$ cat src/logic/spb_map.svh
// register offsets, field positions, reset values and timing counts
`ifndef SPB_MAP_SVH
`define SPB_MAP_SVH
// ---------------------------------------------------------------
// register offsets
// ---------------------------------------------------------------
`define SPB_OFS_DATA   3'h0
`define SPB_OFS_IEN    3'h1
`define SPB_OFS_FIFO   3'h2
// ---------------------------------------------------------------
// field positions
// ---------------------------------------------------------------
`define SPB_IEN_RDA    0
`define SPB_IEN_THRE   1
`define SPB_IEN_LS     2
`define SPB_IEN_MS     3
`define SPB_FCR_EN     0
`define SPB_FCR_RXCLR  1
`define SPB_FCR_TXCLR  2
`define SPB_FCR_TRGLO  6
`define SPB_FCR_TRGHI  7
// ---------------------------------------------------------------
// reset values and codes
// ---------------------------------------------------------------
`define SPB_IEN_RST    4'h0
`define SPB_FCR_RST    8'h00
`define SPB_TRG_RST    2'h0
`define SPB_IID_NONE   4'h1
`define SPB_IID_LS     4'h6
`define SPB_IID_RDA    4'h4
`define SPB_IID_TMO    4'hC
`define SPB_IID_THRE   4'h2
`define SPB_IID_MS     4'h0
`define SPB_TRG_1      5'h01
`define SPB_TRG_4      5'h04
`define SPB_TRG_8      5'h08
`define SPB_TRG_14     5'h0E
// ---------------------------------------------------------------
// timing counts, in sample ticks (16 per bit time)
// ---------------------------------------------------------------
`define SPB_OVS_RATE   16
`define SPB_CHAR_BITS  10
`define SPB_TMO_CHARS  4
`define SPB_TMO_TICKS  (`SPB_TMO_CHARS * `SPB_CHAR_BITS * `SPB_OVS_RATE)
`define SPB_TICK_MID   4'h7
`define SPB_TICK_LAST  4'hF
`define SPB_TX_LAST    4'h9
`endif

$ cat src/logic/spb_pkg.sv
// types shared by the serial port buffer block
package spb_pkg;
  // register port request, one cycle per access
  typedef struct packed {
    logic [2:0] addr;
    logic [7:0] wdata;
    logic       wr;
    logic       rd;
  } spb_req_s;
  // receiver sequencing, one-hot
  typedef enum logic [3:0] {
    RX_IDLE  = 4'h1,
    RX_START = 4'h2,
    RX_DATA  = 4'h4,
    RX_STOP  = 4'h8
  } spb_rx_e;
endpackage

$ cat src/logic/spb_uart.sv
// serial port data buffers, fifos, interrupt enable and identification
//
// Function
// - receive byte shifts in LSB first, then moves to receive data register.
// - transmit byte copied to hidden shifter only after previous byte finished.
// - offset 0, access bit clear: read gives receive data, write loads transmit.
// - all four enable bits clear means no pending interrupt, no interrupt out.
// - enable bit 0 allows data available and, in fifo mode, timeout.
// - enable bit 1 allows the transmit holding empty interrupt.
// - enable bit 2 allows the receiver line status interrupt.
// - enable bit 3 allows the modem status interrupt.
// - interrupt enable bits 7..4 always read zero.
// - fifo control bit 0 enables both fifos; clearing it empties both.
// - bits 1 and 2 flush receive and transmit fifo, shifters untouched, self clear.
// - bit 3 has no effect; bits 4 and 5 reserved.
// - bits 7..6 pick receive trigger of 1, 4, 8 or 14 bytes.
// - every fifo control write is kept in a readable shadow copy.
// - priority is line status, data or timeout, transmit empty, modem status.
// - identification value held steady while the host reads it.
// - identification bit 0 reads zero when an enabled interrupt is pending.
// - identification codes 0001, 0110, 0100, 1100, 0010, 0000.
// - bit 3 only for timeout in fifo mode; 5..4 zero; 7..6 show fifo mode.
// - timeout after four idle character times with receive fifo not empty.
// - each interrupt cleared by its own read or write event.
// - access bit set moves offsets 0 and 1 to the divisor latches.
// - interrupt pin driven only while the output gate bit is one.
`timescale 1ns/10ps
`include "spb_map.svh"

module spb_uart
  import spb_pkg::*;
#(
  parameter int DEPTH = 16
)
(
  // clock and reset
  input  wire logic     ref_clk,
  input  wire logic     reset,
  // register port
  input  wire spb_req_s regReq,
  output logic [7:0]    regRdData,
  // serial line and bit timing
  input  wire logic     rxSerial,
  input  wire logic     sampleTick,
  output logic          txSerial,
  // neighbouring register blocks
  input  wire logic     divisorLatchAccessBit,
  input  wire logic     lineStatusPend,
  input  wire logic     modemStatusPend,
  input  wire logic     interruptOutputGateBit,
  output logic [7:0]    fifoCtlShadow,
  // interrupt pin
  output logic          serIrq,
  output logic          serIrqOe_n
);

  localparam int AW = $clog2(DEPTH);
  localparam int CW = AW + 1;
  localparam logic [9:0] TMO_LAST = 10'(`SPB_TMO_TICKS - 1);

  // ---------------------------------------------------------------
  // state
  // ---------------------------------------------------------------
  logic [3:0]    ien_r;
  logic          fifoEn_r;
  logic [1:0]    trig_r;
  logic          rxMeta_r, rxSync_r;
  spb_rx_e       rxState_r, rxState_nxt;
  logic [3:0]    rxTick_r;
  logic [2:0]    rxBits_r;
  logic [7:0]    rxShift_r;
  logic [7:0]    rxMem [DEPTH];
  logic [AW-1:0] rxWp_r, rxRp_r;
  logic [CW-1:0] rxCount_r;
  logic [9:0]    tmoCnt_r;
  logic          tmo_r;
  logic [7:0]    txMem [DEPTH];
  logic [AW-1:0] txWp_r, txRp_r;
  logic [CW-1:0] txCount_r;
  logic          txBusy_r;
  logic [9:0]    txShift_r;
  logic [3:0]    txTick_r, txBits_r;
  logic          txWasEmpty_r, threPend_r;
  logic          rxDone;

  // ---------------------------------------------------------------
  // register decode
  // ---------------------------------------------------------------
  wire dataSel = (regReq.addr == `SPB_OFS_DATA) & ~divisorLatchAccessBit;
  wire ienSel  = (regReq.addr == `SPB_OFS_IEN)  & ~divisorLatchAccessBit;
  wire fifoSel = (regReq.addr == `SPB_OFS_FIFO);
  wire rdRx    = regReq.rd & dataSel;
  wire txWr    = regReq.wr & dataSel;
  wire ienWr   = regReq.wr & ienSel;
  wire rdIen   = regReq.rd & ienSel;
  wire fcrWr   = regReq.wr & fifoSel;
  wire rdIir   = regReq.rd & fifoSel;
  wire [7:0] wd = regReq.wdata;

  // a clear of bit 0 empties both fifos whatever else is written
  wire rxFlush = fcrWr & (~wd[`SPB_FCR_EN] | wd[`SPB_FCR_RXCLR]);
  wire txFlush = fcrWr & (~wd[`SPB_FCR_EN] | wd[`SPB_FCR_TXCLR]);

  // ---------------------------------------------------------------
  // fifo occupancy; outside fifo mode each side is a one-byte holder
  // ---------------------------------------------------------------
  wire [CW-1:0] cap     = fifoEn_r ? CW'(DEPTH) : CW'(1);
  wire          rxFull  = rxCount_r >= cap;
  wire          txFull  = txCount_r >= cap;
  wire          rxAny   = rxCount_r != '0;
  wire          txEmpty = txCount_r == '0;
  wire          rxPush  = rxDone & ~rxFull;      // full fifo drops the new byte
  wire          rxPop   = rdRx & rxAny;
  wire          txPush  = txWr & ~txFull;
  wire          txLoad  = ~txBusy_r & ~txEmpty;
  wire [7:0]    rxHead  = rxMem[rxRp_r];
  wire [7:0]    txHead  = txMem[txRp_r];

  // ---------------------------------------------------------------
  // interrupt sources and priority
  // ---------------------------------------------------------------
  wire [4:0] trigLvl = (trig_r == 2'h0) ? `SPB_TRG_1 :
                       (trig_r == 2'h1) ? `SPB_TRG_4 :
                       (trig_r == 2'h2) ? `SPB_TRG_8 : `SPB_TRG_14;
  wire rdaLvl = fifoEn_r ? (rxCount_r >= CW'(trigLvl)) : rxAny;
  wire lsEn   = ien_r[`SPB_IEN_LS] & lineStatusPend;
  wire rdaEn  = ien_r[`SPB_IEN_RDA] & rdaLvl;
  wire tmoEn  = ien_r[`SPB_IEN_RDA] & fifoEn_r & tmo_r;
  wire threEn = ien_r[`SPB_IEN_THRE] & threPend_r;
  wire msEn   = ien_r[`SPB_IEN_MS] & modemStatusPend;
  // bit 3 only ever comes with the timeout code, so it is zero in non-fifo mode
  wire [3:0] iid = lsEn   ? `SPB_IID_LS   :
                   rdaEn  ? `SPB_IID_RDA  :
                   tmoEn  ? `SPB_IID_TMO  :
                   threEn ? `SPB_IID_THRE :
                   msEn   ? `SPB_IID_MS   : `SPB_IID_NONE;
  wire anyPend = iid != `SPB_IID_NONE;
  wire [7:0] iirVal = {fifoEn_r, fifoEn_r, 2'h0, iid};

  // transmit empty: set on the edge into empty, set beats clear
  wire threSet = txEmpty & ~txWasEmpty_r;
  wire threClr = txWr | (rdIir & (iid == `SPB_IID_THRE));
  wire threNxt = threSet | (threPend_r & ~threClr);

  // timeout: any fifo traffic restarts the idle count
  wire rxAct  = rxPush | rxPop | rxFlush;
  wire tmoHit = sampleTick & (tmoCnt_r == TMO_LAST) & rxAny & fifoEn_r & ~rxAct;
  wire tmoNxt = tmoHit | (tmo_r & ~rxPop & ~rxFlush & fifoEn_r);

  // read data mux, sampled once so the host sees a frozen value
  wire [7:0] rdNxt = rdRx  ? rxHead :
                     rdIen ? {4'h0, ien_r} :
                     rdIir ? iirVal : 8'h00;

  // ---------------------------------------------------------------
  // register port and control registers
  // ---------------------------------------------------------------
  always_ff @(posedge ref_clk)
  begin
    regRdData <= reset ? 8'h00 : rdNxt;
    if (reset)
    begin
      ien_r         <= `SPB_IEN_RST;
      fifoEn_r      <= 1'b0;
      trig_r        <= `SPB_TRG_RST;
      fifoCtlShadow <= `SPB_FCR_RST;
    end
    else
    begin
      if (ienWr)
        ien_r <= wd[3:0];
      if (fcrWr)
      begin
        fifoCtlShadow <= wd;
        fifoEn_r      <= wd[`SPB_FCR_EN];
        // trigger only taken with bit 0 set; bits 3..5 unused
        if (wd[`SPB_FCR_EN])
          trig_r <= wd[`SPB_FCR_TRGHI:`SPB_FCR_TRGLO];
      end
    end
  end

  // interrupt pin, enable low while driving
  always_ff @(posedge ref_clk)
  begin
    serIrq     <= ~reset & anyPend & interruptOutputGateBit;
    serIrqOe_n <= reset | ~interruptOutputGateBit;
  end

  // ---------------------------------------------------------------
  // receiver: line synchroniser and sequencer
  // ---------------------------------------------------------------
  always_ff @(posedge ref_clk)
  begin
    rxMeta_r <= reset ? 1'b1 : rxSerial;
    rxSync_r <= reset ? 1'b1 : rxMeta_r;
  end

  // start bit qualified at mid-bit, then every 16 ticks samples mid-bit
  always_comb
  begin
    rxState_nxt = rxState_r;
    rxDone      = 1'b0;
    case (rxState_r)
      RX_IDLE:
        if (!rxSync_r)
          rxState_nxt = RX_START;
      RX_START:
        if (sampleTick && rxTick_r == `SPB_TICK_MID)
          rxState_nxt = rxSync_r ? RX_IDLE : RX_DATA;
      RX_DATA:
        if (sampleTick && rxTick_r == `SPB_TICK_LAST && rxBits_r == 3'h7)
          rxState_nxt = RX_STOP;
      RX_STOP:
        if (sampleTick && rxTick_r == `SPB_TICK_LAST)
        begin
          rxState_nxt = RX_IDLE;
          rxDone      = 1'b1;
        end
      default:
        rxState_nxt = RX_IDLE;
    endcase
  end

  wire rxSample = (rxState_r == RX_DATA) & sampleTick & (rxTick_r == `SPB_TICK_LAST);

  // hidden shift register, LSB arrives first
  always_ff @(posedge ref_clk)
  begin
    rxState_r <= reset ? RX_IDLE : rxState_nxt;
    rxTick_r  <= (reset || rxState_nxt != rxState_r) ? 4'h0 : rxTick_r + 4'(sampleTick);
    rxBits_r  <= (reset || rxState_r != RX_DATA) ? 3'h0 : rxBits_r + 3'(rxSample);
    if (rxSample)
      rxShift_r <= {rxSync_r, rxShift_r[7:1]};
  end

  // ---------------------------------------------------------------
  // receive fifo and character timeout
  // ---------------------------------------------------------------
  always_ff @(posedge ref_clk)
  begin
    if (rxPush)
      rxMem[rxWp_r] <= rxShift_r;
  end

  // flush clears pointers only; the shifter keeps assembling
  always_ff @(posedge ref_clk)
  begin
    if (reset || rxFlush)
    begin
      rxWp_r    <= '0;
      rxRp_r    <= '0;
      rxCount_r <= '0;
    end
    else
    begin
      rxWp_r    <= rxWp_r + AW'(rxPush);
      rxRp_r    <= rxRp_r + AW'(rxPop);
      rxCount_r <= rxCount_r + CW'(rxPush) - CW'(rxPop);
    end
  end

  // idle count saturates so the flag cannot retrigger by wrap
  always_ff @(posedge ref_clk)
  begin
    if (reset || rxAct || !rxAny)
      tmoCnt_r <= 10'h000;
    else if (sampleTick && tmoCnt_r != TMO_LAST)
      tmoCnt_r <= tmoCnt_r + 10'h001;
    tmo_r <= ~reset & tmoNxt;
  end

  // ---------------------------------------------------------------
  // transmit fifo and serializer (8 data, no parity, 1 stop)
  // ---------------------------------------------------------------
  always_ff @(posedge ref_clk)
  begin
    if (txPush)
      txMem[txWp_r] <= wd;
  end

  always_ff @(posedge ref_clk)
  begin
    if (reset || txFlush)
    begin
      txWp_r    <= '0;
      txRp_r    <= '0;
      txCount_r <= '0;
    end
    else
    begin
      txWp_r    <= txWp_r + AW'(txPush);
      txRp_r    <= txRp_r + AW'(txLoad);
      txCount_r <= txCount_r + CW'(txPush) - CW'(txLoad);
    end
  end

  // shifter loads only when idle, so a byte in flight is never cut
  always_ff @(posedge ref_clk)
  begin
    if (reset)
      txBusy_r <= 1'b0;
    else if (txLoad)
    begin
      txBusy_r  <= 1'b1;
      txShift_r <= {1'b1, txHead, 1'b0};
      txTick_r  <= 4'h0;
      txBits_r  <= 4'h0;
    end
    else if (txBusy_r && sampleTick)
    begin
      txTick_r <= txTick_r + 4'h1;
      if (txTick_r == `SPB_TICK_LAST)
      begin
        txShift_r <= {1'b1, txShift_r[9:1]};
        txBits_r  <= txBits_r + 4'h1;
        txBusy_r  <= txBits_r != `SPB_TX_LAST;
      end
    end
    txSerial <= reset | ~txBusy_r | txShift_r[0];
  end

  always_ff @(posedge ref_clk)
  begin
    txWasEmpty_r <= ~reset & txEmpty;
    threPend_r   <= ~reset & threNxt;
  end
endmodule // spb_uart

$ cat config.mk
export PLATFORM = sky130hd
export DESIGN_NAME = spb_uart
export DESIGN_NICKNAME = d
export VERILOG_FILES = /design/src/logic/spb_pkg.sv /design/src/logic/spb_uart.sv
export VERILOG_INCLUDE_DIRS = /design/src /design/src/logic
export SDC_FILE = /design/constraint.sdc
export NUM_CORES = 1
export LEC_CHECK = 0
export ABC_AREA = 0
export BUFFER_PORTS_ARGS = -buffer_cell sky130_fd_sc_hd__buf_2
export CAP_MARGIN = 20
export CORE_UTILIZATION = 35
export CTS_CLUSTER_DIAMETER = 50
export DETAILED_ROUTE_END_ITERATION = 8
export GPL_TIMING_DRIVEN = 0
export HOLD_SLACK_MARGIN = 0.12
export RECOVER_POWER = 100
export SKIP_CTS_REPAIR_TIMING = 1
export SLEW_MARGIN = 10
export SYNTH_ARGS = -nofsm -noshare
export SYNTH_HDL_FRONTEND = slang
export SYNTH_SLANG_ARGS = --single-unit
export TNS_END_PERCENT = 10
$ cat constraint.sdc
create_clock -name ref_clk -period 2.6 [get_ports ref_clk]
set_clock_uncertainty 0.05 [all_clocks]
set_input_delay 0.39 -clock ref_clk [delete_from_list [all_inputs] [get_ports ref_clk]]
set_output_delay 0.39 -clock ref_clk [all_outputs]
set_load 0.05 [all_outputs]
==> flow_summary.json, run 1 <==
{
  "timing.final.crit_share": 1.10,
  "detailed_place.area_sq_um": 15700,
  "grt_use_total": 0.149,
  "grt_util_met2": 0.249,
  "die_height_microns": 208,
  "first_iter_violations": 573,
  "setup_slack_ns": -0.259,
  "htree_levels": 2,
  "max-slew-margin-rel": 0.292,
  "post_synth.cell_area_avg_sq_um": 15.5,
  "finalWeightedCongestion": 0.775,
  "final_util": 0.424,
  "synth_enable_flop_cells": 281,
  "detailroute.via_count": 8284,
  "yosysSeqAreaShare": 0.676,
  "route.antenna.remaining_nets": 0,
  "report.final.slew_viol_count": 0,
  "timing.final.setup_violations": 30,
  "detail_route.drc_violations": 0,
  "asyncSetResetFlopFracSynth": 0,
  "grt-ovfl-total": 0,
  "clock.fmax_ghz": 0.350,
  "areaGrowthSynthToFinish_pct": 18.3,
  "detailed_place_hpwl_mm": 21.5,
  "grt_pass1_vias": 8415,
  "cts.path.max_buffers": 3,
  "final-hold-violation-count": 0,
  "worstPathMaxFanout": 4,
  "avgRoutedWirePerCell_microns": 19.7,
  "gr-usage-met1": 0.201,
  "netlist.top_cell.by_area": "edfxtp_1",
  "worst_setup_hold_path_clk_slew_ns": 0.06,
  "via_density_per_instance": 5.12,
  "core-area_sq_um": 41300,
  "power.density_cell_area_nw_per_um2": 817,
  "grt_pass1_wl_mm": 49.3,
  "worst_ir_drop_vdd_mv": 0.625,
  "cts_tree": "built",
  "yosys.cell_types.count": 57,
  "crit_path_start_kind": "flip-flop",
  "max_cap_viol_count": 0,
  "layout.nets": 1119,
  "endpoint_kind": "flip-flop",
  "row_count": 74,
  "layout-drive-gt1-share": 0.229,
  "failed_checks": "negative setup slack",
  "synth_cells": 954,
  "die_width_microns": 208,
  "synth-main-ff-cell": "edfxtp_1",
  "global_route.usage.met3": 0.0274,
  "grt_antenna_before_repair": 0,
  "clock_insertion_delay_worst_skew_ns": 0.54,
  "top_usage_layer": "met2",
  "antenna_cells_inserted": 0,
  "num_io_pins": 40,
  "period_minus_slack_ns": 2.86,
  "mappedNetlistNets": 1018,
  "min_path_type": "primary input to flip-flop",
  "setup_repair_after_global_routing_missed_its_margin": "true",
  "routed_wl_mm": 31.9,
  "worst-setup-path-type": "flip-flop to flip-flop",
  "drtPass1Iterations": 4,
  "run_status": "finished with violations",
  "grt_max_degree": 23,
  "critical_path_arrival_ns": 3.28,
  "synthesized_area_sq_um": 14800,
  "r2r_slack_ns": -0.26,
  "reported_leakage_power_nw": 5.73,
  "tightestPinTransition_ns": 1.06,
  "tritoncts_num_sinks": 359,
  "worst-endpoint-required_ns": 3.02,
  "yosys_warnings": 0,
  "full_die_area_sq_um": 43100,
  "stdcell_area_sq_um": 17500,
  "synth.top_cell.area_share": 0.570,
  "design_power_total_mw": 14.3,
  "numCtsBuffers": 40,
  "cts_root_buffer": "clkbuf_16",
  "dominant_cells_by_area_after_synthesis": "edfxtp_1, dfxtp_1, mux4_2",
  "port_buffers": 38,
  "initial_core_util": 0.358,
  "postSynthRegisterBits": 359
}
[worst max-delay path, stage by stage (launching register included)]
cell      delay [ns]
dfxtp_2         0.33
inv_2           0.09
ha_4            0.15
nand2b_4        0.06
or3_4           0.42
nand2b_4        0.09
inv_2           0.04
buf_8           0.12
ha_4            0.26
inv_2           0.03
ha_4            0.15
inv_2           0.05
fa_2            0.20
nor2_1          0.05
nor2_1          0.15
nor2_2          0.08
or3_1           0.38
a21oi_2         0.11
[where the power goes]
part | internal (mW) | total [mW] | switching, mW
Sequential | 6.41 | 6.54 | 0.131
Clock | 3.29 | 5.56 | 2.27
Combinational | 1.08 | 2.19 | 1.11
[Yosys cell counts (all sizes together) (6+ instances only)]
| cell type | count |
|---|---|
| edfxtp | 281 |
| nor2 | 98 |
| dfxtp | 78 |
| mux4 | 62 |
| nand2 | 53 |
| ha | 41 |
| a21oi | 34 |
| mux2i | 33 |
| inv | 31 |
| nand3 | 22 |
| buf | 21 |
| and2 | 19 |
| clkbuf | 17 |
| nor3 | 16 |
| nand2b | 15 |
| xnor2 | 15 |
| xor2 | 13 |
| nor2b | 10 |
| o21ai | 10 |
| o22ai | 9 |
| or3 | 9 |
| a21o | 7 |
| nand4 | 6 |
[layer usage]
metal | share of wire | vias to the layer above
li1 | - | 3838
met1 | 0.45 | 4223
met2 | 0.49 | 175
met3 | 0.042 | 48
met4 | 0.017 | 0
met5 | 0 | -
[layout by cell type (no fill, tap or decap), types with 6 or more instances in the layout]
| cell type | n |
|---|---|
| a21o_1 | 7 |
| a21oi_1 | 32 |
| and2_1 | 17 |
| buf_2 | 28 |
| buf_4 | 19 |
| buf_6 | 6 |
| clkbuf_1 | 48 |
| clkbuf_16 | 42 |
| dfxtp_1 | 69 |
| edfxtp_1 | 281 |
| ha_1 | 32 |
| ha_4 | 8 |
| inv_1 | 20 |
| inv_2 | 10 |
| mux2i_1 | 33 |
| mux4_1 | 14 |
| mux4_2 | 48 |
| nand2_1 | 53 |
| nand2b_1 | 13 |
| nand3_1 | 22 |
| nand4_1 | 6 |
| nor2_1 | 70 |
| nor2_2 | 20 |
| nor2_4 | 8 |
| nor2b_1 | 10 |
| nor3_1 | 7 |
| nor3_2 | 6 |
| o21ai_0 | 8 |
| o22ai_1 | 9 |
| or3_1 | 6 |
| xnor2_1 | 14 |
| xor2_1 | 13 |
[path summary, 6_finish.rpt]
path / from / end / cells past startpoint
max: txCount_r[3]$_SDFF_PP0_ / txCount_r[4]$_SDFF_PP0_ / 17
min: interruptOutputGateBit / serIrqOe_n$_DFF_P_ / 2
max reg2reg: txCount_r[3]$_SDFF_PP0_ / txCount_r[4]$_SDFF_PP0_ / 17
min reg2reg: rxMeta_r$_SDFF_PP1_ / rxSync_r$_SDFF_PP1_ / 1
[logic make-up after synthesis]
| family | synth area share |
|---|---|
| flops | 0.676 |
| simple gates | 0.0860 |
| mux | 0.121 |
| compound gates | 0.0409 |
| buf+inv | 0.0223 |
| fa+ha+maj | 0.0374 |
| xor+xnor | 0.0166 |
[cell type report]
cell class	count	area (sq um)
timing repair buffer	59	324
tap	532	666
multi-input combinational	526	4830
clock buffer	55	1140
sequential	359	10000
inverter	31	124
clock inverter	18	170
buffer	38	225
fill	3765	23800
[flip-flops by register name (all words and copies together), names as in the netlist, 5 cells and up]
signal / cells
rxCount_r: 5
tmoCnt_r: 10
txShift_r: 9
rxShift_r: 8
regRdData: 8
fifoCtlShadow: 8
txMem: 128
rxMem: 128
txCount_r: 5
[per-stage QoR]
| step | instances | setup TNS [ns] | hold WS (ns) | setup slack [ns] |
|---|---|---|---|---|
| 6_report | 1618 | -2.29 | 0.139 | -0.259 |
| 5_1_grt | 1618 | -13.08 | 0.152 | -0.429 |
| 4_1_cts | 1603 | -52.78 | -0.0148 | -0.454 |
| 3_5_place_dp | 1530 | -100.86 | 0.346 | -0.649 |
| 3_3_place_gp | 1524 | -124.90 | 0.344 | -1.06 |
| 2_1_floorplan | 954 | -0.0742 | 0.335 | -0.0496 |
No activity file was read; power rests on OpenSTA's default activity.
==> run 2, diff against run 1 <==
MAX_ROUTING_LAYER = met4   (was not set)
==> run 2 against run 1 <==
The run still ends with negative setup slack left. Clock power about the same. Sequential share of layout area down 0.063 points. Combinational power barely moved. Wire length about the same. Cell count is the same. Cell area about the same.
==> flow_summary.json, run 2 (same netlist as run 1, synthesis figures left out) <==
{
  "run_status": "finished with violations",
  "failed_checks": "negative setup slack",
  "grt_pass1_wl_mm": 49.3,
  "first_iter_violations": 500,
  "p_int_mw": 10.8,
  "setup_repair_after_global_routing_missed_its_margin": "true",
  "layout.filler_cells": 3764,
  "antenna_cells_inserted": 0,
  "routed_wl_mm": 31.9,
  "crit_top_cell": "inv_2",
  "reported_leakage_power_nw": 5.79,
  "timing.critical_path.cells": "inv_2 > ha_4 > nand2b_4 > or3_4 > nand2b_4 > inv_2 > buf_8 > ha_4 > inv_2 > ha_4 > inv_2 > fa_2 > nor2_1 > nor2_1 > nor2_2 > or3_1 > a21oi_2",
  "max-slew-margin-rel": 0.296,
  "detailroute.via_count": 8299,
  "final_util": 0.424,
  "worst-endpoint-required_ns": 3.02,
  "initial_core_util": 0.358,
  "via_density_per_instance": 5.13,
  "worst-setup-path-type": "flip-flop to flip-flop",
  "power_switching_mw": 3.52,
  "critPathTopFamily": "simple AND/OR/NAND/NOR gates",
  "cts_tree": "built",
  "critical_path_arrival_ns": 3.28,
  "worst_setup_hold_path_clk_slew_ns": 0.06,
  "finalWeightedCongestion": 0.785,
  "cts.path.max_buffers": 3,
  "num_io_pins": 40,
  "core-area_sq_um": 41300,
  "grt_pass1_vias": 8422,
  "detail_route.drc_violations": 0,
  "critical_path_top_delay_cell": "or3_4",
  "switching_share": 0.246,
  "slowest_delay_ns": 0.42,
  "timing.final.crit_share": 1.10,
  "worstPathMaxFanout": 4,
  "crit_path_start_kind": "flip-flop",
  "row_count": 74,
  "worst-path-buf-inv": 5,
  "die_height_microns": 208,
  "commonest_cells_after_routing_fill_and_taps_aside": "edfxtp_1, nor2_1, dfxtp_1",
  "die_width_microns": 208,
  "hold_slack_ns": 0.136,
  "numCtsBuffers": 40,
  "grt_antenna_before_repair": 0,
  "grt_max_degree": 23,
  "max_cap_viol_count": 0,
  "grt-ovfl-total": 0,
  "report.final.slew_viol_count": 0,
  "layout.cells.most_common": "edfxtp_1",
  "clock.fmax_ghz": 0.349,
  "endpoint_kind": "flip-flop",
  "grt_use_total": 0.154,
  "combPwrFrac": 0.154,
  "cts_root_buffer": "clkbuf_16",
  "port_buffers": 38,
  "layout-drive-gt1-share": 0.242,
  "drtPass1Iterations": 5,
  "areaGrowthSynthToFinish_pct": 18.4,
  "largestRegisters": "rxMem: 128 flops, txMem: 128 flops, tmoCnt_r: 10 flops",
  "power.density_cell_area_nw_per_um2": 816,
  "route.antenna.remaining_nets": 0,
  "tritoncts_num_sinks": 359,
  "final-hold-violation-count": 0,
  "worst_ir_drop_vdd_mv": 0.629,
  "htree_levels": 2,
  "clock_insertion_delay_worst_skew_ns": 0.54,
  "timing.final.setup_violations": 33,
  "setup_slack_ns": -0.264,
  "tightestPinTransition_ns": 1.06,
  "power.sequential.fraction": 0.457,
  "detailed_place_hpwl_mm": 21.5,
  "layout.nets": 1119,
  "period_minus_slack_ns": 2.86,
  "avgRoutedWirePerCell_microns": 19.7,
  "fraction_of_power_consumed_by_the_clock_network": 0.389,
  "full_die_area_sq_um": 43100,
  "setup-tns-final_ns": -2.23,
  "min_path_type": "primary input to flip-flop"
}
==> run 2: worst register-to-register path, stage by stage (launching register included) <==
cell and delay [ns]:
dfxtp_2 0.33, inv_2 0.09, ha_4 0.15, nand2b_4 0.06, or3_4 0.42, nand2b_4 0.09, inv_2 0.04, buf_8 0.12
ha_4 0.26, inv_2 0.03, ha_4 0.15, inv_2 0.05, fa_2 0.20, nor2_1 0.05, nor2_1 0.15, nor2_2 0.08
or3_1 0.38, a21oi_2 0.11
==> run 2: area by class of cell <==
class	instances	area, sq um	share of cell area
clock inverter	18	170	0.00971
inverter	31	124	0.00707
buffer	38	225	0.0129
multi-input combinational	526	4830	0.276
sequential	359	10000	0.572
tap	532	666	0.0380
timing repair buffer	59	342	0.0195
clock buffer	55	1140	0.0651
==> run 2: metrics by stage <==
step	instance area, sq um	setup WS [ns]	power [mW]	cells
2_1_floorplan	14800	-0.0496	8.03	954
3_3_place_gp	15700	-1.06	8.51	1524
3_5_place_dp	15700	-0.649	8.54	1530
4_1_cts	17000	-0.454	14.1	1603
5_1_grt	17500	-0.430	14.9	1618
6_report	17500	-0.264	14.3	1618
==> run 2: power by group through the flow <==
stage               logic (mW)  clock network [mW]  registers, mW
floorplan                 1.40                   0           6.63
global placement          1.87                   0           6.64
detailed placement        1.90                   0           6.64
CTS                       1.91                5.67           6.52
global route              2.44                5.90           6.56
finish                    2.20                5.57           6.54
==> run 2: layer usage <==
layer | wire length [microns] | up-vias | GRT usage
li1 | - | 3835 | -
met1 | 14200 | 4232 | 0.201
met2 | 15600 | 183 | 0.250
met3 | 1520 | 49 | 0.0266
met4 | 564 | 0 | 0.0373
met5 | 0 | - | -
==> run 2: final timing paths <==
path	startpoint	end	slack [ns]	cells past startpoint
max	txCount_r[3]$_SDFF_PP0_	txCount_r[4]$_SDFF_PP0_	-0.26	17
min	interruptOutputGateBit	serIrqOe_n$_DFF_P_	0.14	2
max reg2reg	txCount_r[3]$_SDFF_PP0_	txCount_r[4]$_SDFF_PP0_	-0.26	17
min reg2reg	rxMeta_r$_SDFF_PP1_	rxSync_r$_SDFF_PP1_	0.36	1
==> run 3, diff against run 2 <==
CORE_UTILIZATION = 61   (was 35)
PLACE_DENSITY = 0.78   (was not set)
clock period = 2.67 ns   (was 2.6 ns; I/O delays follow)
==> run 3 against run 2 <==
The run still ends with negative setup slack left. Cell count shrank 13%. Highest routed layer unchanged. Wire length fell by 1.8%. Cell area fell by 2.4%. Sequential power is 3% lower. Largest power group unchanged. Hold slack better by 0.037 ns. Via count is 2.4% higher.
==> flow_summary.json, run 3 (same netlist as run 1, synthesis figures left out) <==
{
  "run_status": "finished with violations",
  "failed_checks": "negative setup slack",
  "row_count": 56,
  "stdcell_area_sq_um": 17100,
  "layout.nets": 1126,
  "via_density_per_instance": 6.04,
  "cts_root_buffer": "clkbuf_16",
  "min_path_type": "primary input to flip-flop",
  "first_iter_violations": 710,
  "commonest_cells_after_routing_fill_and_taps_aside": "edfxtp_1, nor2_1, dfxtp_1",
  "die_height_microns": 158,
  "clock_insertion_delay_worst_skew_ns": 0.52,
  "period_minus_slack_ns": 2.87,
  "grt_util_met2": 0.431,
  "crit_path_start_kind": "flip-flop",
  "route.antenna.remaining_nets": 0,
  "finalWeightedCongestion": 0.872,
  "cts_tree": "built",
  "detailroute.via_count": 8498,
  "grt_pass1_wl_mm": 46.1,
  "worst-setup-path-type": "flip-flop to flip-flop",
  "fraction_of_power_consumed_by_the_clock_network": 0.380,
  "initial_core_util": 0.627,
  "switching_share": 0.241,
  "setup_slack_ns": -0.202,
  "antenna_cells_inserted": 0,
  "worst_setup_hold_path_clk_slew_ns": 0.06,
  "setup_repair_after_global_routing_missed_its_margin": "true",
  "finalNonFillerCells": 1406,
  "endpoint_kind": "flip-flop",
  "timing.final.setup_violations": 9,
  "routed_wl_mm": 31.3,
  "numCtsBuffers": 39,
  "avgRoutedWirePerCell_microns": 22.3,
  "gr-usage-met1": 0.326,
  "reported_leakage_power_nw": 5.77,
  "htree_levels": 2,
  "layout.cells.most_common": "edfxtp_1",
  "grt-ovfl-total": 0,
  "tightestPinTransition_ns": 1.12,
  "detailed_place_hpwl_mm": 19.9,
  "detail_route.drc_violations": 0,
  "worstPathMaxFanout": 5,
  "max_cap_viol_count": 0,
  "hold_slack_ns": 0.173,
  "grt_pass1_vias": 8195,
  "die_width_microns": 158,
  "core-area_sq_um": 23600,
  "largestRegisters": "rxMem: 128 flops, txMem: 128 flops, tmoCnt_r: 10 flops",
  "tritoncts_num_sinks": 359,
  "timing.final.crit_share": 1.08,
  "detailed_place.area_sq_um": 15500,
  "full_die_area_sq_um": 24900,
  "power_switching_mw": 3.29,
  "worst-endpoint-required_ns": 3.07,
  "num_io_pins": 40,
  "grt_max_degree": 23,
  "combPwrFrac": 0.152,
  "max-slew-margin-rel": 0.254,
  "final-hold-violation-count": 0,
  "top_usage_layer": "met2",
  "worst_ir_drop_vdd_mv": 0.737,
  "global_route.usage.met3": 0.0402,
  "p_int_mw": 10.3,
  "power.sequential.fraction": 0.468,
  "numPlacedInstances": 1318,
  "layout-drive-gt1-share": 0.228,
  "clock.fmax_ghz": 0.348,
  "grt_antenna_before_repair": 0,
  "cts.path.max_buffers": 3,
  "areaGrowthSynthToFinish_pct": 15.5,
  "critical_path_arrival_ns": 3.27,
  "port_buffers": 38,
  "drtPass1Iterations": 6,
  "power.density_cell_area_nw_per_um2": 796,
  "report.final.slew_viol_count": 0,
  "grt_use_total": 0.264
}
-- run 3: power groups by stage --
stage               clock (mW)  combinational [mW]  sequential (mW)
floorplan                    0                1.35             6.45
CTS                       5.20                1.87             6.35
detailed placement           0                1.84             6.47
global placement             0                1.77             6.46
finish                    5.17                2.07             6.37
global route              5.41                2.26             6.38
-- run 3: final timing paths --
path | depth (start not counted) | slack, ns | startpoint | endpoint
setup / recovery | 17 | -0.20 | txCount_r[3]$_SDFF_PP0_ | txCount_r[4]$_SDFF_PP0_
hold / removal | 3 | 0.17 | sampleTick | tmo_r$_DFF_P_
setup reg to reg | 17 | -0.20 | txCount_r[3]$_SDFF_PP0_ | txCount_r[4]$_SDFF_PP0_
hold reg to reg | 1 | 0.37 | rxMeta_r$_SDFF_PP1_ | rxSync_r$_SDFF_PP1_
-- run 3: cell type report --
| class | count | area (sq um) |
|---|---|---|
| repair buffers | 68 | 400 |
| clock inverters | 19 | 179 |
| multi-input cells | 526 | 4700 |
| flip-flops and latches | 359 | 10000 |
| fillers | 1436 | 6520 |
| well taps | 319 | 399 |
| plain buffers | 37 | 220 |
| inverters | 31 | 124 |
| clock buffers | 47 | 1050 |
-- run 3: routing by layer --
metal	routed length, microns	vias to the layer above
met5	0	-
met4	1400	0
met3	1660	95
met2	15900	298
met1	12300	4251
li1	-	3854
-- run 3: metrics by stage --
step | total power, mW | setup slack (ns) | util | TNS, ns
3_3_place_gp | 8.23 | -0.910 | 0.652 | -81.17
4_1_cts | 13.4 | -0.433 | 0.706 | -46.52
5_1_grt | 14.1 | -0.318 | 0.724 | -4.19
2_1_floorplan | 7.80 | 0.00359 | - | 0
6_report | 13.6 | -0.202 | 0.724 | -0.663
3_5_place_dp | 8.31 | -0.560 | 0.654 | -60.70
-- run 3: critical path, stage by stage (launching register included) --
cell and delay (ns):
dfxtp_2 0.32, inv_2 0.07, ha_2 0.16, nand2b_1 0.09, or3_4 0.41, nand2b_4 0.09
inv_2 0.05, buf_6 0.13, ha_4 0.25, inv_1 0.03, ha_2 0.17, inv_2 0.06
fa_2 0.20, nor2_1 0.05, nor2_1 0.09, nor2_1 0.07, or3_1 0.36, a21oi_1 0.12
